--- src/core/lsst_cfg.svh ---
// Timing and geometry constants for the linear sensor scan link.
// Assumes a 250 MHz system clock on both ends.
`ifndef LSST_CFG_SVH
`define LSST_CFG_SVH

// System clock period in ps and pixel clock ceiling in Hz
`define LSST_SYS_PERIOD_PS 4000
`define LSST_PIX_FMAX_HZ 10000000
// Half pixel clock in system cycles: 13 gives 250/26 = 9.6 MHz
`define LSST_PIX_HALF 13
// Scan start limits, in pixel clock periods
`define LSST_ST_CYCLE_MIN 70
`define LSST_ST_HIGH_MIN 6
`define LSST_ST_LOW_MIN 64
// Integration runs this many pixel clocks past the start pulse fall
`define LSST_INTEG_TAIL 34
// Trigger number that carries the first valid pixel
`define LSST_FIRST_TRIG 51
// Pixels per scan and the last trigger of a readout
`define LSST_PIXELS 2496
`define LSST_LAST_TRIG 2546
// Video word width and buffer depth
`define LSST_VID_W 12
`define LSST_FIFO_DEPTH 4

`endif

--- src/core/lsst_pkg.sv ---
// Types shared by both ends of the linear sensor scan link.
// Assumes lsst_cfg.svh is compiled first.
`include "lsst_cfg.svh"

package lsst_pkg;
    typedef logic [`LSST_VID_W-1:0] lsst_video_t;
    typedef logic [11:0] lsst_count_t;
    // Controller scan sequencer states
    typedef enum logic [2:0] {
        LSST_IDLE = 3'h1,
        LSST_HIGH = 3'h2,
        LSST_LOW = 3'h4
    } lsst_ctrl_state_t;
endpackage

--- src/core/lsst_if.sv ---
// Pins between the linear sensor and its controller.
// Assumes both ends run on the same system clock, pins are plain wires.
`timescale 1ns/1ps

interface lsst_if;
    logic pix_clk;
    logic scan_start_pulse;
    logic trig;
    lsst_pkg::lsst_video_t video;

    modport sensor_mp (
        input pix_clk,
        input scan_start_pulse,
        output trig,
        output video
    );

    modport ctrl_mp (
        output pix_clk,
        output scan_start_pulse,
        input trig,
        input video
    );
endinterface

--- src/core/lsst_ctrl.sv ---
// Controller end: pixel clock, scan start sequencing, sample capture.
// Assumes the sensor pins arrive unsynchronised; user drains a FIFO.
`timescale 1ns/1ps
`include "lsst_cfg.svh"

// Small FIFO with valid and ready on both sides
module lsst_fifo #(
    parameter int W = 12,
    parameter int D = 4
) (
    input wire logic clk,
    input wire logic reset,
    input wire logic ce,
    input wire logic [W-1:0] in_data,
    input wire logic in_valid,
    output logic in_ready,
    output logic [W-1:0] out_data,
    output logic out_valid,
    input wire logic out_ready
);
    localparam int AW = $clog2(D);
    logic [W-1:0] mem [D];
    logic [AW-1:0] wp_r, wp_nxt, rp_r, rp_nxt;
    logic [AW:0] cnt_r, cnt_nxt;
    logic valid_r, valid_nxt;
    logic [W-1:0] head_r, head_nxt;
    logic push, pop;

    // Head word and valid flag come from flops, not from the memory mux
    assign in_ready = (cnt_r != (AW+1)'(D));
    assign out_valid = valid_r;
    assign out_data = head_r;
    assign push = in_valid & in_ready;
    assign pop = valid_r & out_ready;

    // Pointer, fill count and head update
    always_comb begin
        wp_nxt = push ? AW'(wp_r + 1'b1) : wp_r;
        rp_nxt = pop ? AW'(rp_r + 1'b1) : rp_r;
        cnt_nxt = cnt_r;
        if (push && !pop) begin
            cnt_nxt = cnt_r + 1'b1;
        end else if (pop && !push) begin
            cnt_nxt = cnt_r - 1'b1;
        end
        valid_nxt = (cnt_nxt != '0);
        head_nxt = head_r;
        if (push && (wp_r == rp_nxt)) begin
            // The word written now is the only one left
            head_nxt = in_data;
        end else if (valid_nxt) begin
            head_nxt = mem[rp_nxt];
        end
    end

    // Register pointers, count and head
    always_ff @(posedge clk or posedge reset) begin
        if (reset) begin
            wp_r <= '0;
            rp_r <= '0;
            cnt_r <= '0;
            valid_r <= 1'b0;
            head_r <= '0;
        end else if (ce) begin
            wp_r <= wp_nxt;
            rp_r <= rp_nxt;
            cnt_r <= cnt_nxt;
            valid_r <= valid_nxt;
            head_r <= head_nxt;
        end
    end

    // Storage, no reset needed
    always_ff @(posedge clk) begin
        if (ce && push) begin
            mem[wp_r] <= in_data;
        end
    end
endmodule

module lsst_ctrl (
    input wire logic clk,
    input wire logic reset,
    input wire logic ce,
    lsst_if.ctrl_mp link,
    input wire logic run,
    input wire logic [15:0] high_len,
    output logic [`LSST_VID_W-1:0] pix_data,
    output logic pix_valid,
    input wire logic pix_ready,
    output logic scan_busy,
    output logic overrun
);
    // Divider and sequencer
    logic [4:0] div_r, div_nxt;
    logic pclk_r, pclk_nxt;
    logic tick_fall;
    lsst_pkg::lsst_ctrl_state_t state_r, state_nxt;
    logic st_r, st_nxt;
    logic [15:0] ph_r, ph_nxt;
    logic [15:0] high_eff;
    logic busy_r, busy_nxt;
    // Capture path
    logic trig_s1_r, trig_s2_r, trig_d_r;
    lsst_pkg::lsst_video_t vid_s1_r, vid_s2_r;
    lsst_pkg::lsst_count_t tn_r, tn_nxt, sn_r, sn_nxt;
    logic push_r, push_nxt, ovr_r, ovr_nxt;
    lsst_pkg::lsst_video_t pdata_r, pdata_nxt;
    logic fifo_in_ready, fifo_empty_n;

    // Pixel clock from the system clock, under 10 MHz
    always_comb begin
        div_nxt = div_r + 5'h01;
        pclk_nxt = pclk_r;
        tick_fall = 1'b0;
        if (div_r == 5'(`LSST_PIX_HALF - 1)) begin
            div_nxt = 5'h00;
            pclk_nxt = ~pclk_r;
            tick_fall = pclk_r;
        end
    end

    // R02 high time never below minimum
    assign high_eff = (high_len < 16'(`LSST_ST_HIGH_MIN)) ? 16'(`LSST_ST_HIGH_MIN) : high_len;

    // Scan start sequencer, steps on pixel clock falls
    always_comb begin
        state_nxt = state_r;
        st_nxt = st_r;
        ph_nxt = ph_r;
        if (tick_fall) begin
            unique case (state_r)
                lsst_pkg::LSST_IDLE: begin
                    // Buffer drained before a new scan
                    if (run && !fifo_empty_n) begin
                        state_nxt = lsst_pkg::LSST_HIGH;
                        st_nxt = 1'b1;
                        ph_nxt = 16'h0001;
                    end
                end
                lsst_pkg::LSST_HIGH: begin
                    if (ph_r >= high_eff) begin
                        state_nxt = lsst_pkg::LSST_LOW;
                        st_nxt = 1'b0;
                        ph_nxt = 16'h0001;
                    end else begin
                        ph_nxt = ph_r + 16'h0001;
                    end
                end
                lsst_pkg::LSST_LOW: begin
                    // R03 low minimum; R01 follows from 6 plus 64
                    // R11 wait for every sample of this scan
                    if (ph_r >= 16'(`LSST_ST_LOW_MIN) && sn_r == 12'(`LSST_PIXELS)) begin
                        state_nxt = lsst_pkg::LSST_IDLE;
                    end else if (ph_r != 16'hffff) begin
                        ph_nxt = ph_r + 16'h0001;
                    end
                end
            endcase
        end
        busy_nxt = (state_nxt != lsst_pkg::LSST_IDLE); // Busy flag from a flop
    end

    // Register divider, sequencer and busy flag
    always_ff @(posedge clk or posedge reset) begin
        if (reset) begin
            div_r <= 5'h00;
            pclk_r <= 1'b0;
            state_r <= lsst_pkg::LSST_IDLE;
            st_r <= 1'b0;
            ph_r <= 16'h0000;
            busy_r <= 1'b0;
        end else if (ce) begin
            div_r <= div_nxt;
            pclk_r <= pclk_nxt;
            state_r <= state_nxt;
            st_r <= st_nxt;
            ph_r <= ph_nxt;
            busy_r <= busy_nxt;
        end
    end

    // Two flops on trigger and video pins
    always_ff @(posedge clk or posedge reset) begin
        if (reset) begin
            trig_s1_r <= 1'b0;
            trig_s2_r <= 1'b0;
            trig_d_r <= 1'b0;
            vid_s1_r <= '0;
            vid_s2_r <= '0;
        end else if (ce) begin
            trig_s1_r <= link.trig;
            trig_s2_r <= trig_s1_r;
            trig_d_r <= trig_s2_r;
            vid_s1_r <= link.video;
            vid_s2_r <= vid_s1_r;
        end
    end

    // Count triggers and capture the valid pixels
    always_comb begin
        tn_nxt = tn_r;
        sn_nxt = sn_r;
        push_nxt = 1'b0;
        pdata_nxt = pdata_r;
        ovr_nxt = ovr_r;
        if (tick_fall && state_r == lsst_pkg::LSST_HIGH && ph_r >= high_eff) begin
            tn_nxt = 12'h000;
            sn_nxt = 12'h000;
        end else if (trig_s2_r && !trig_d_r) begin
            // R07 sample at trigger rise
            tn_nxt = tn_r + 12'h001;
            // R06 first valid at trigger 51
            if (tn_nxt >= 12'(`LSST_FIRST_TRIG) && sn_r != 12'(`LSST_PIXELS)) begin
                sn_nxt = sn_r + 12'h001;
                push_nxt = 1'b1;
                pdata_nxt = vid_s2_r;
            end
        end
        // Sensor cannot stall: a refused word is lost and flagged
        if (push_r && !fifo_in_ready) begin
            ovr_nxt = 1'b1;
        end
    end

    // Register capture state
    always_ff @(posedge clk or posedge reset) begin
        if (reset) begin
            tn_r <= 12'h000;
            sn_r <= 12'(`LSST_PIXELS);
            push_r <= 1'b0;
            pdata_r <= '0;
            ovr_r <= 1'b0;
        end else if (ce) begin
            tn_r <= tn_nxt;
            sn_r <= sn_nxt;
            push_r <= push_nxt;
            pdata_r <= pdata_nxt;
            ovr_r <= ovr_nxt;
        end
    end

    lsst_fifo #(
        .W(`LSST_VID_W),
        .D(`LSST_FIFO_DEPTH)
    ) u_fifo (
        .clk(clk),
        .reset(reset),
        .ce(ce),
        .in_data(pdata_r),
        .in_valid(push_r),
        .in_ready(fifo_in_ready),
        .out_data(pix_data),
        .out_valid(fifo_empty_n),
        .out_ready(pix_ready)
    );

    assign pix_valid = fifo_empty_n;
    assign link.pix_clk = pclk_r;
    assign link.scan_start_pulse = st_r;
    assign scan_busy = busy_r;
    assign overrun = ovr_r;
endmodule

--- src/flat_wrapper.sv ---
// flat-port wrapper written by rule: the top's interface ports become plain ports
module lsst_ctrl_flat 
  (clk, reset, ce, run, high_len, pix_data, pix_valid, pix_ready, scan_busy, overrun, link_pix_clk, link_scan_start_pulse, link_trig, link_video);
  lsst_if link_i ();
  input wire logic clk;
  input wire logic reset;
  input wire logic ce;
  input wire logic run;
  input wire logic [15:0] high_len;
  output logic [`LSST_VID_W-1:0] pix_data;
  output logic pix_valid;
  input wire logic pix_ready;
  output logic scan_busy;
  output logic overrun;
  output wire logic [$bits(link_i.pix_clk)-1:0] link_pix_clk;
  output wire logic [$bits(link_i.scan_start_pulse)-1:0] link_scan_start_pulse;
  input wire logic [$bits(link_i.trig)-1:0] link_trig;
  input wire logic [$bits(link_i.video)-1:0] link_video;
  assign link_pix_clk = link_i.pix_clk;
  assign link_scan_start_pulse = link_i.scan_start_pulse;
  assign link_i.trig = link_trig;
  assign link_i.video = link_video;
  lsst_ctrl u_core (.clk(clk), .reset(reset), .ce(ce), .link(link_i), .run(run), .high_len(high_len), .pix_data(pix_data), .pix_valid(pix_valid), .pix_ready(pix_ready), .scan_busy(scan_busy), .overrun(overrun));
endmodule
--- config.mk ---
export PLATFORM = sky130hd
export DESIGN_NAME = lsst_ctrl_flat
export DESIGN_NICKNAME = d
export VERILOG_FILES = /design/src/core/lsst_pkg.sv /design/src/core/lsst_if.sv /design/src/core/lsst_ctrl.sv /design/src/flat_wrapper.sv
export VERILOG_INCLUDE_DIRS = /design/src /design/src/core
export SDC_FILE = /design/constraint.sdc
export NUM_CORES = 1
export LEC_CHECK = 0
export BUFFER_PORTS_ARGS = -buffer_cell sky130_fd_sc_hd__buf_2
export CORE_UTILIZATION = 50
export CTS_BUF_LIST = sky130_fd_sc_hd__clkbuf_2
export CTS_CLUSTER_DIAMETER = 50
export CTS_CLUSTER_SIZE = 30
export DETAILED_ROUTE_END_ITERATION = 10
export GPL_ROUTABILITY_DRIVEN = 0
export MAX_ROUTING_LAYER = met4
export PLACE_DENSITY = 0.66
export SYNTH_ARGS = -nofsm -noshare
export SYNTH_HDL_FRONTEND = slang
export SYNTH_SLANG_ARGS = --single-unit
export TNS_END_PERCENT = 30
--- constraint.sdc ---
create_clock -name clk -period 5.3 [get_ports clk]
set_input_delay 1.06 -clock clk [delete_from_list [all_inputs] [get_ports clk]]
set_output_delay 1.06 -clock clk [all_outputs]
set_load 0.01 [all_outputs]
# [Word-level counts from Yosys, hierarchy flattened]
# Memories as Yosys holds them, arrays and structs flattened. A register that Yosys moved wholly into a read port is not among the register bits.
# Cells that the tools add are included.
[word_totals] reg_bits=100 latchBits=0 ram_bits=48 rom_bits=0 wordCells=110 n_memories=1
[classes] add_sub_neg=8 multipliers=0 div_mod_pow=0 order_cmp=4 eq_ne=14 shifts=0 muxes=29 n_bitwise=4 reduce_logical=30
[memory_table] name="u_core.u_fifo.mem" depth=4 width=12 read_ports=1 rd_clocked_by_memory_dff=1 wr=1 line_no="lsst_ctrl.sv:22" rtl="logic [W-1:0] mem [D];"
[op_table] cell="$mux W16" n=5
[op_table] cell="$mux W12" n=5
[op_table] cell="$pmux W16 S3" n=1
[op_table] cell="$add A12 B1 Y12 const B" n=2
[op_table] cell="$mux W3" n=6
[op_table] cell="$add A16 B1 Y16 const B" n=1
[op_table] cell="$ge A16 B16 Y1" n=1
[op_table] cell="$ge A16 B7 Y1 const B" n=1
[op_table] cell="$lt A16 B3 Y1 const B" n=1
[op_table] cell="$ne A16 B16 Y1 const B" n=1
[op_table] cell="$eq A12 B12 Y1 const B" n=1
[op_table] cell="$ge A12 B6 Y1 const B" n=1
[op_table] cell="$ne A12 B12 Y1 const B" n=1
[op_table] cell="$logic_and A1 B1 Y1" n=11
[op_table] cell="$reduce_and A2 Y1" n=5
[op_table] cell="$reduce_and A5 Y1" n=2
[op_table] cell="$pmux W3 S3" n=1
[op_table] cell="$mux W1" n=8
[op_table] cell="$reduce_bool A2 Y1" n=4
[op_table] cell="$ne A2 B1 Y1 const B" n=3
[op_table] cell="$add A5 B1 Y5 const B" n=1
[op_table] cell="$eq A5 B4 Y1 const B" n=1
[op_table] cell="$logic_not A1 Y1" n=5
[op_table] cell="$mux W5" n=1
[op_table] cell="17 further kinds" n=20

# [Depth between registers and ports, before layout]
[depth] word_depth=9 mapped_depth=12 depth_no_buf=11

# [By module]
# Synthesis repeated with hierarchy kept, for this count alone.
[hier_totals] cells_unflattened=836 area_unflattened_um2=8871.0
[modules_own_cells] module="lsst_ctrl" instances=1 cells_per_inst=505 area_each_um2=5197.5 seq_area_each_um2=2308.5
[modules_own_cells] module="lsst_fifo" instances=1 cells_per_inst=331 area_each_um2=3673.5 seq_area_each_um2=1941.9

# [Worst setup path after synthesis]
# Ideal clock, no wire load.
[synth_path] kind="in2reg" startpoint="input port high_len[13]" endpoint="register u_core.sn_r[8]" arrival_ns=3.261 setup_slack_ns=1.962 cell_stages=12 cell_sequence="nor4_1 > and4_1 > nor2_1 > ha_1 > a211oi_1 > o21ai_0 > a21oi_1 > o21ai_0 > and3b_1 > clkbuf_1 > o31a_1 > a31oi_1"
[synth_via] elab_chain_len=6 word_cells_on_any_way=8 classes_between="order compare (2); mux (2); reduce/logical (4)"
[synth_lines] item="from (decl)" line_no="flat_wrapper.sv:9" rtl="input wire logic [15:0] high_len;"
[synth_lines] item="$lt A16 B3 Y1" line_no="lsst_ctrl.sv:124" rtl="assign high_eff = (high_len < 16'(`LSST_ST_HIGH_MIN)) ? 16'(`LSST_ST_HIGH_MIN) : high_len;"
[synth_lines] item="$mux W16 *" line_no="lsst_ctrl.sv:124"
[synth_lines] item="$ge A16 B16 Y1 *" line_no="lsst_ctrl.sv:207" rtl="if (tick_fall && state_r == lsst_pkg::LSST_HIGH && ph_r >= high_eff) begin"
[synth_lines] item="$logic_and A1 B1 Y1 *" line_no="lsst_ctrl.sv:207"
[synth_lines] item="$reduce_bool A2 Y1 (no line)"
[synth_lines] item="$reduce_and A3 Y1 (no line)"
[synth_lines] item="to (signal assigned)" line_no="lsst_ctrl.sv:230" rtl="sn_r <= 12'(`LSST_PIXELS);"
[synth_lines] item="to (signal assigned)" line_no="lsst_ctrl.sv:236" rtl="sn_r <= sn_nxt;"
[synth_lines] item="to (decl)" line_no="lsst_ctrl.sv:106" rtl="lsst_pkg::lsst_count_t tn_r, tn_nxt, sn_r, sn_nxt;"
# Every way passes the cells marked *; elsewhere a longest branch is shown, timed or not.
# A chain may end at the register's enable or synchronous reset.

# [Worst setup path after layout]
[layout_path] startpoint="input port high_len[11]" endpoint="register u_core.pdata_r[2]"
[layout_via] elab_chain_len=6
[layout_lines] item="$lt A16 B3 Y1" line_no="lsst_ctrl.sv:124"
[layout_lines] item="$mux W16 *" line_no="lsst_ctrl.sv:124"
[layout_lines] item="$ge A16 B16 Y1 *" line_no="lsst_ctrl.sv:207"
[layout_lines] item="$logic_and A1 B1 Y1 *" line_no="lsst_ctrl.sv:207"
[layout_lines] item="$not A1 Y1 (no line) *"
[layout_lines] item="$reduce_and A4 Y1 (no line) *"
[layout_lines] item="to (signal assigned)" line_no="lsst_ctrl.sv:238" rtl="pdata_r <= pdata_nxt;"
[layout_lines] item="to (decl)" line_no="lsst_ctrl.sv:108" rtl="lsst_pkg::lsst_video_t pdata_r, pdata_nxt;"
# Marked as above.

==> summary.md <==
| Metric | Value |
|---|---|
| Run status | `completed` |
| Seq cells post-synth | `160` |
| DRT Pass-1 Iters | `5` |
| Distinct cells, synth | `69` |
| CTS buffer count | `17` |
| Via count | `5409` |
| Wire per inst | `16.20 um` |
| CP Cell Sequence | `buf_2, nor4_1, and4_1, nor2_1, ha_1, a211oi_1, o21ai_0, a21oi_1, o21ai_0, nand4_2, buf_4, nand2_4, mux2_4` |
| First-pass GRT wire length | `25940 um` |
| Die area | `0.01640 mm2` |
| Clk_lat worst skew | `0.69 ns` |
| Vias/cell | `5.682` |
| CP Launch Type | `input port` |
| Avg Inst Size Synth | `11.74 um2` |
| Yosys warns | `0` |
| Chip height | `128.1 um` |
| Fmax | `0.3167 GHz` |
| Final Skew | `0.04384 ns` |
| Fin cells | `952` |
| Tcrit/Tclk final | `59.59%` |
| Seq/Total Area, Yosys | `53.49%` |
| I/O pin cnt | `51` |
| Buffers on Ports | `50` |
| Slew Viols, Final | `0` |
| Sequential Area | `0.004250 mm2` |
| Maximum VDD drop | `0.2614 mV` |
| WP data required | `5.90 ns` |
| Crit path kind | `input port to register` |
| Post-DP HPWL | `10610 um` |
| Crit. End Element | `register` |
| Setup TNS | `0 ns` |
| Final ANT Viol Nets | `0` |
| Area Overhead vs Synth | `8.692%` |
| Largest net degree at the start of global routing | `76` |
| Share of cells above drive strength 1 | `22.57%` |
| Mapped Nets | `742` |
| Initial antenna violation count | `1` |
| Number of synthesized flops with an enable pin | `48` |
| Drc violations | `0` |
| Crit-path slowest cell | `mux2_4` |
| Iter 0 DRT Violations | `338` |
| Worst-Margin Slew | `0.9521 ns` |
| Clk slew on worst S/H paths | `0.22 ns` |
| Final setup fails | `0` |
| Min Tclk post-route | `3.158 ns` |
| Crit path max-delay family | `simple AND/OR/NAND/NOR gates` |
| GR Util All Layers | `20.81%` |
| Worst-path maximum fanout | `26` |
| Cell area power density | `433.0 mW/mm2` |
| Relative slew slack | `36.53%` |
| # resized after CTS | `0` |
| Dpl ws | `1.397 ns` |
| Max Cap Viol | `0` |
| CTS tree | `yes` |
| LEAKAGE | `3.688 nW` |
| Cell area after synthesis | `0.007946 mm2` |
| Setup Fix Bufs, Post-CTS | `0` |
| Gate Count Post-Synth | `677` |
| CP dominant cell by count | `o21ai_0` |
| Post-placement cell count | `919` |
| Worst EP arrival | `3.75 ns` |
| WHS | `0.5040 ns` |
| Core area | `0.01537 mm2` |
| Root Buffer | `clkbuf_2` |
| Synth async-reset ratio | `70.00%` |
| Number of core rows | `45` |
| RSZ-0062 raised after global routing | `no` |
| Hold Crit Class | `register to register` |
| Global route total overflow | `0` |
| Area of the multi-input gates | `0.003423 mm2` |
| Slowest stage delay, CP | `0.34 ns` |
| Final Hold Fails | `0` |
| Main synth FF type | `dfrtp_1` |
| Crit path buf inv count | `2` |
| Final setup margin | `2.142 ns` |
| Post-CTS Hold Fix Bufs | `0` |
| Die X-Extent | `128.1 um` |
| CTS Buffer Depth | `2` |
| Final net count | `792` |
| CTS Sinks | `160` |
| H-Tree Level Count | `4` |
| Fillers | `1320` |
| Vias in the first global route | `5363` |
| Initial Utilization | `51.70%` |
| Routed WL | `15420 um` |
-- final cells by class --
| type | instances | area share, % |
|---|---|---|
| flip-flops and latches | 160 | 49.21 |
| multi-input cells | 453 | 39.63 |
| repair buffers | 57 | 3.506 |
| well taps | 211 | 3.057 |
| clock inverters | 13 | 1.782 |
| inverters | 38 | 1.680 |
| clock buffers | 19 | 1.101 |
| diodes | 1 | 0.02897 |
-- layer usage --
layer  track usage [%]  up-vias  part of all wire [%]
met4             4.706        0                  0.77
met5                 -        -                     0
met1             27.01     2674                    47
met3             4.048       14                   3.1
li1                  -     2607                     -
met2             33.98      114                    49
-- final timing paths --
path,from,end,slack (ns),cells past startpoint
setup / recovery,high_len[11],u_core.pdata_r[2],2.14,13
hold / removal,u_core.vid_s1_r[0],u_core.vid_s2_r[0],0.50,1
setup reg to reg,u_core.div_r[0],u_core.ph_r[14],2.25,9
hold reg to reg,u_core.vid_s1_r[0],u_core.vid_s2_r[0],0.50,1
max in group asynchronous,reset,u_core.sn_r[7],3.67,3
min in group asynchronous,reset,u_core.ph_r[2],0.55,2
-- cell usage in the layout (no fill, tap or decap), types with 12 or more instances in the layout --
master      n
mux2i_1    18
mux4_2     12
dfrtp_1   107
nand2_1    37
inv_1      37
a21oi_1    39
nor2_1     49
ha_1       31
nand4_1    16
a31oi_1    16
buf_2      50
nand3_1    24
mux2_2     35
o21ai_0    29
clkbuf_2   19
edfxtp_1   48
-- synth_stat cells, drive strengths merged (18+ instances only) --
master | number | area [um2]
dfrtp | 107 | 2678
nor2 | 49 | 183.9
edfxtp | 48 | 1441
mux2 | 41 | 484.2
a21oi | 40 | 204.0
inv | 38 | 142.6
nand2 | 38 | 150.1
ha | 31 | 387.9
o21ai | 30 | 153.9
nand3 | 25 | 130.1
mux2i | 18 | 180.2
-- power breakdown --
| part | switching (mW) | internal (mW) |
|---|---|---|
| Clock | 0.445 | 0.231 |
| Sequential | 0.287 | 1.60 |
| Combinational | 0.591 | 0.583 |
-- stage by stage --
step	utilization, %	area, um2	total power, mW
after global routing	56.19	8637	3.996
after detailed placement	54.55	8386	3.099
after global placement	54.55	8386	3.026
final	56.19	8637	3.740
after CTS	56.17	8635	3.776
after floorplan	-	7946	2.771
-- cells by family after synthesis --
logic type / after synthesis / share of synthesized area, %
and+or+nand+nor: 197 / 13.04
DFF: 160 / 53.49
AOI/OAI and AO/OA: 132 / 10.79
muxes: 71 / 11.76
buffers and inverters: 64 / 3.622
adders and majority gates: 31 / 4.881
xor gates and xnor gates: 22 / 2.425
-- registers in the layout, indices dropped and copies added, names as in the netlist, 2 cells and up --
name,flops
u_core.u_fifo.wp_r,2
u_core.state_r,3
u_core.u_fifo.rp_r,2
u_core.u_fifo.cnt_r,3
u_core.sn_r,12
u_core.div_r,5
u_core.tn_r,12
u_core.pdata_r,12
u_core.u_fifo.out_data,12
u_core.ph_r,16
u_core.vid_s1_r,12
u_core.u_fifo.mem,48
u_core.vid_s2_r,12
Power figures use the tool's default switching activity.
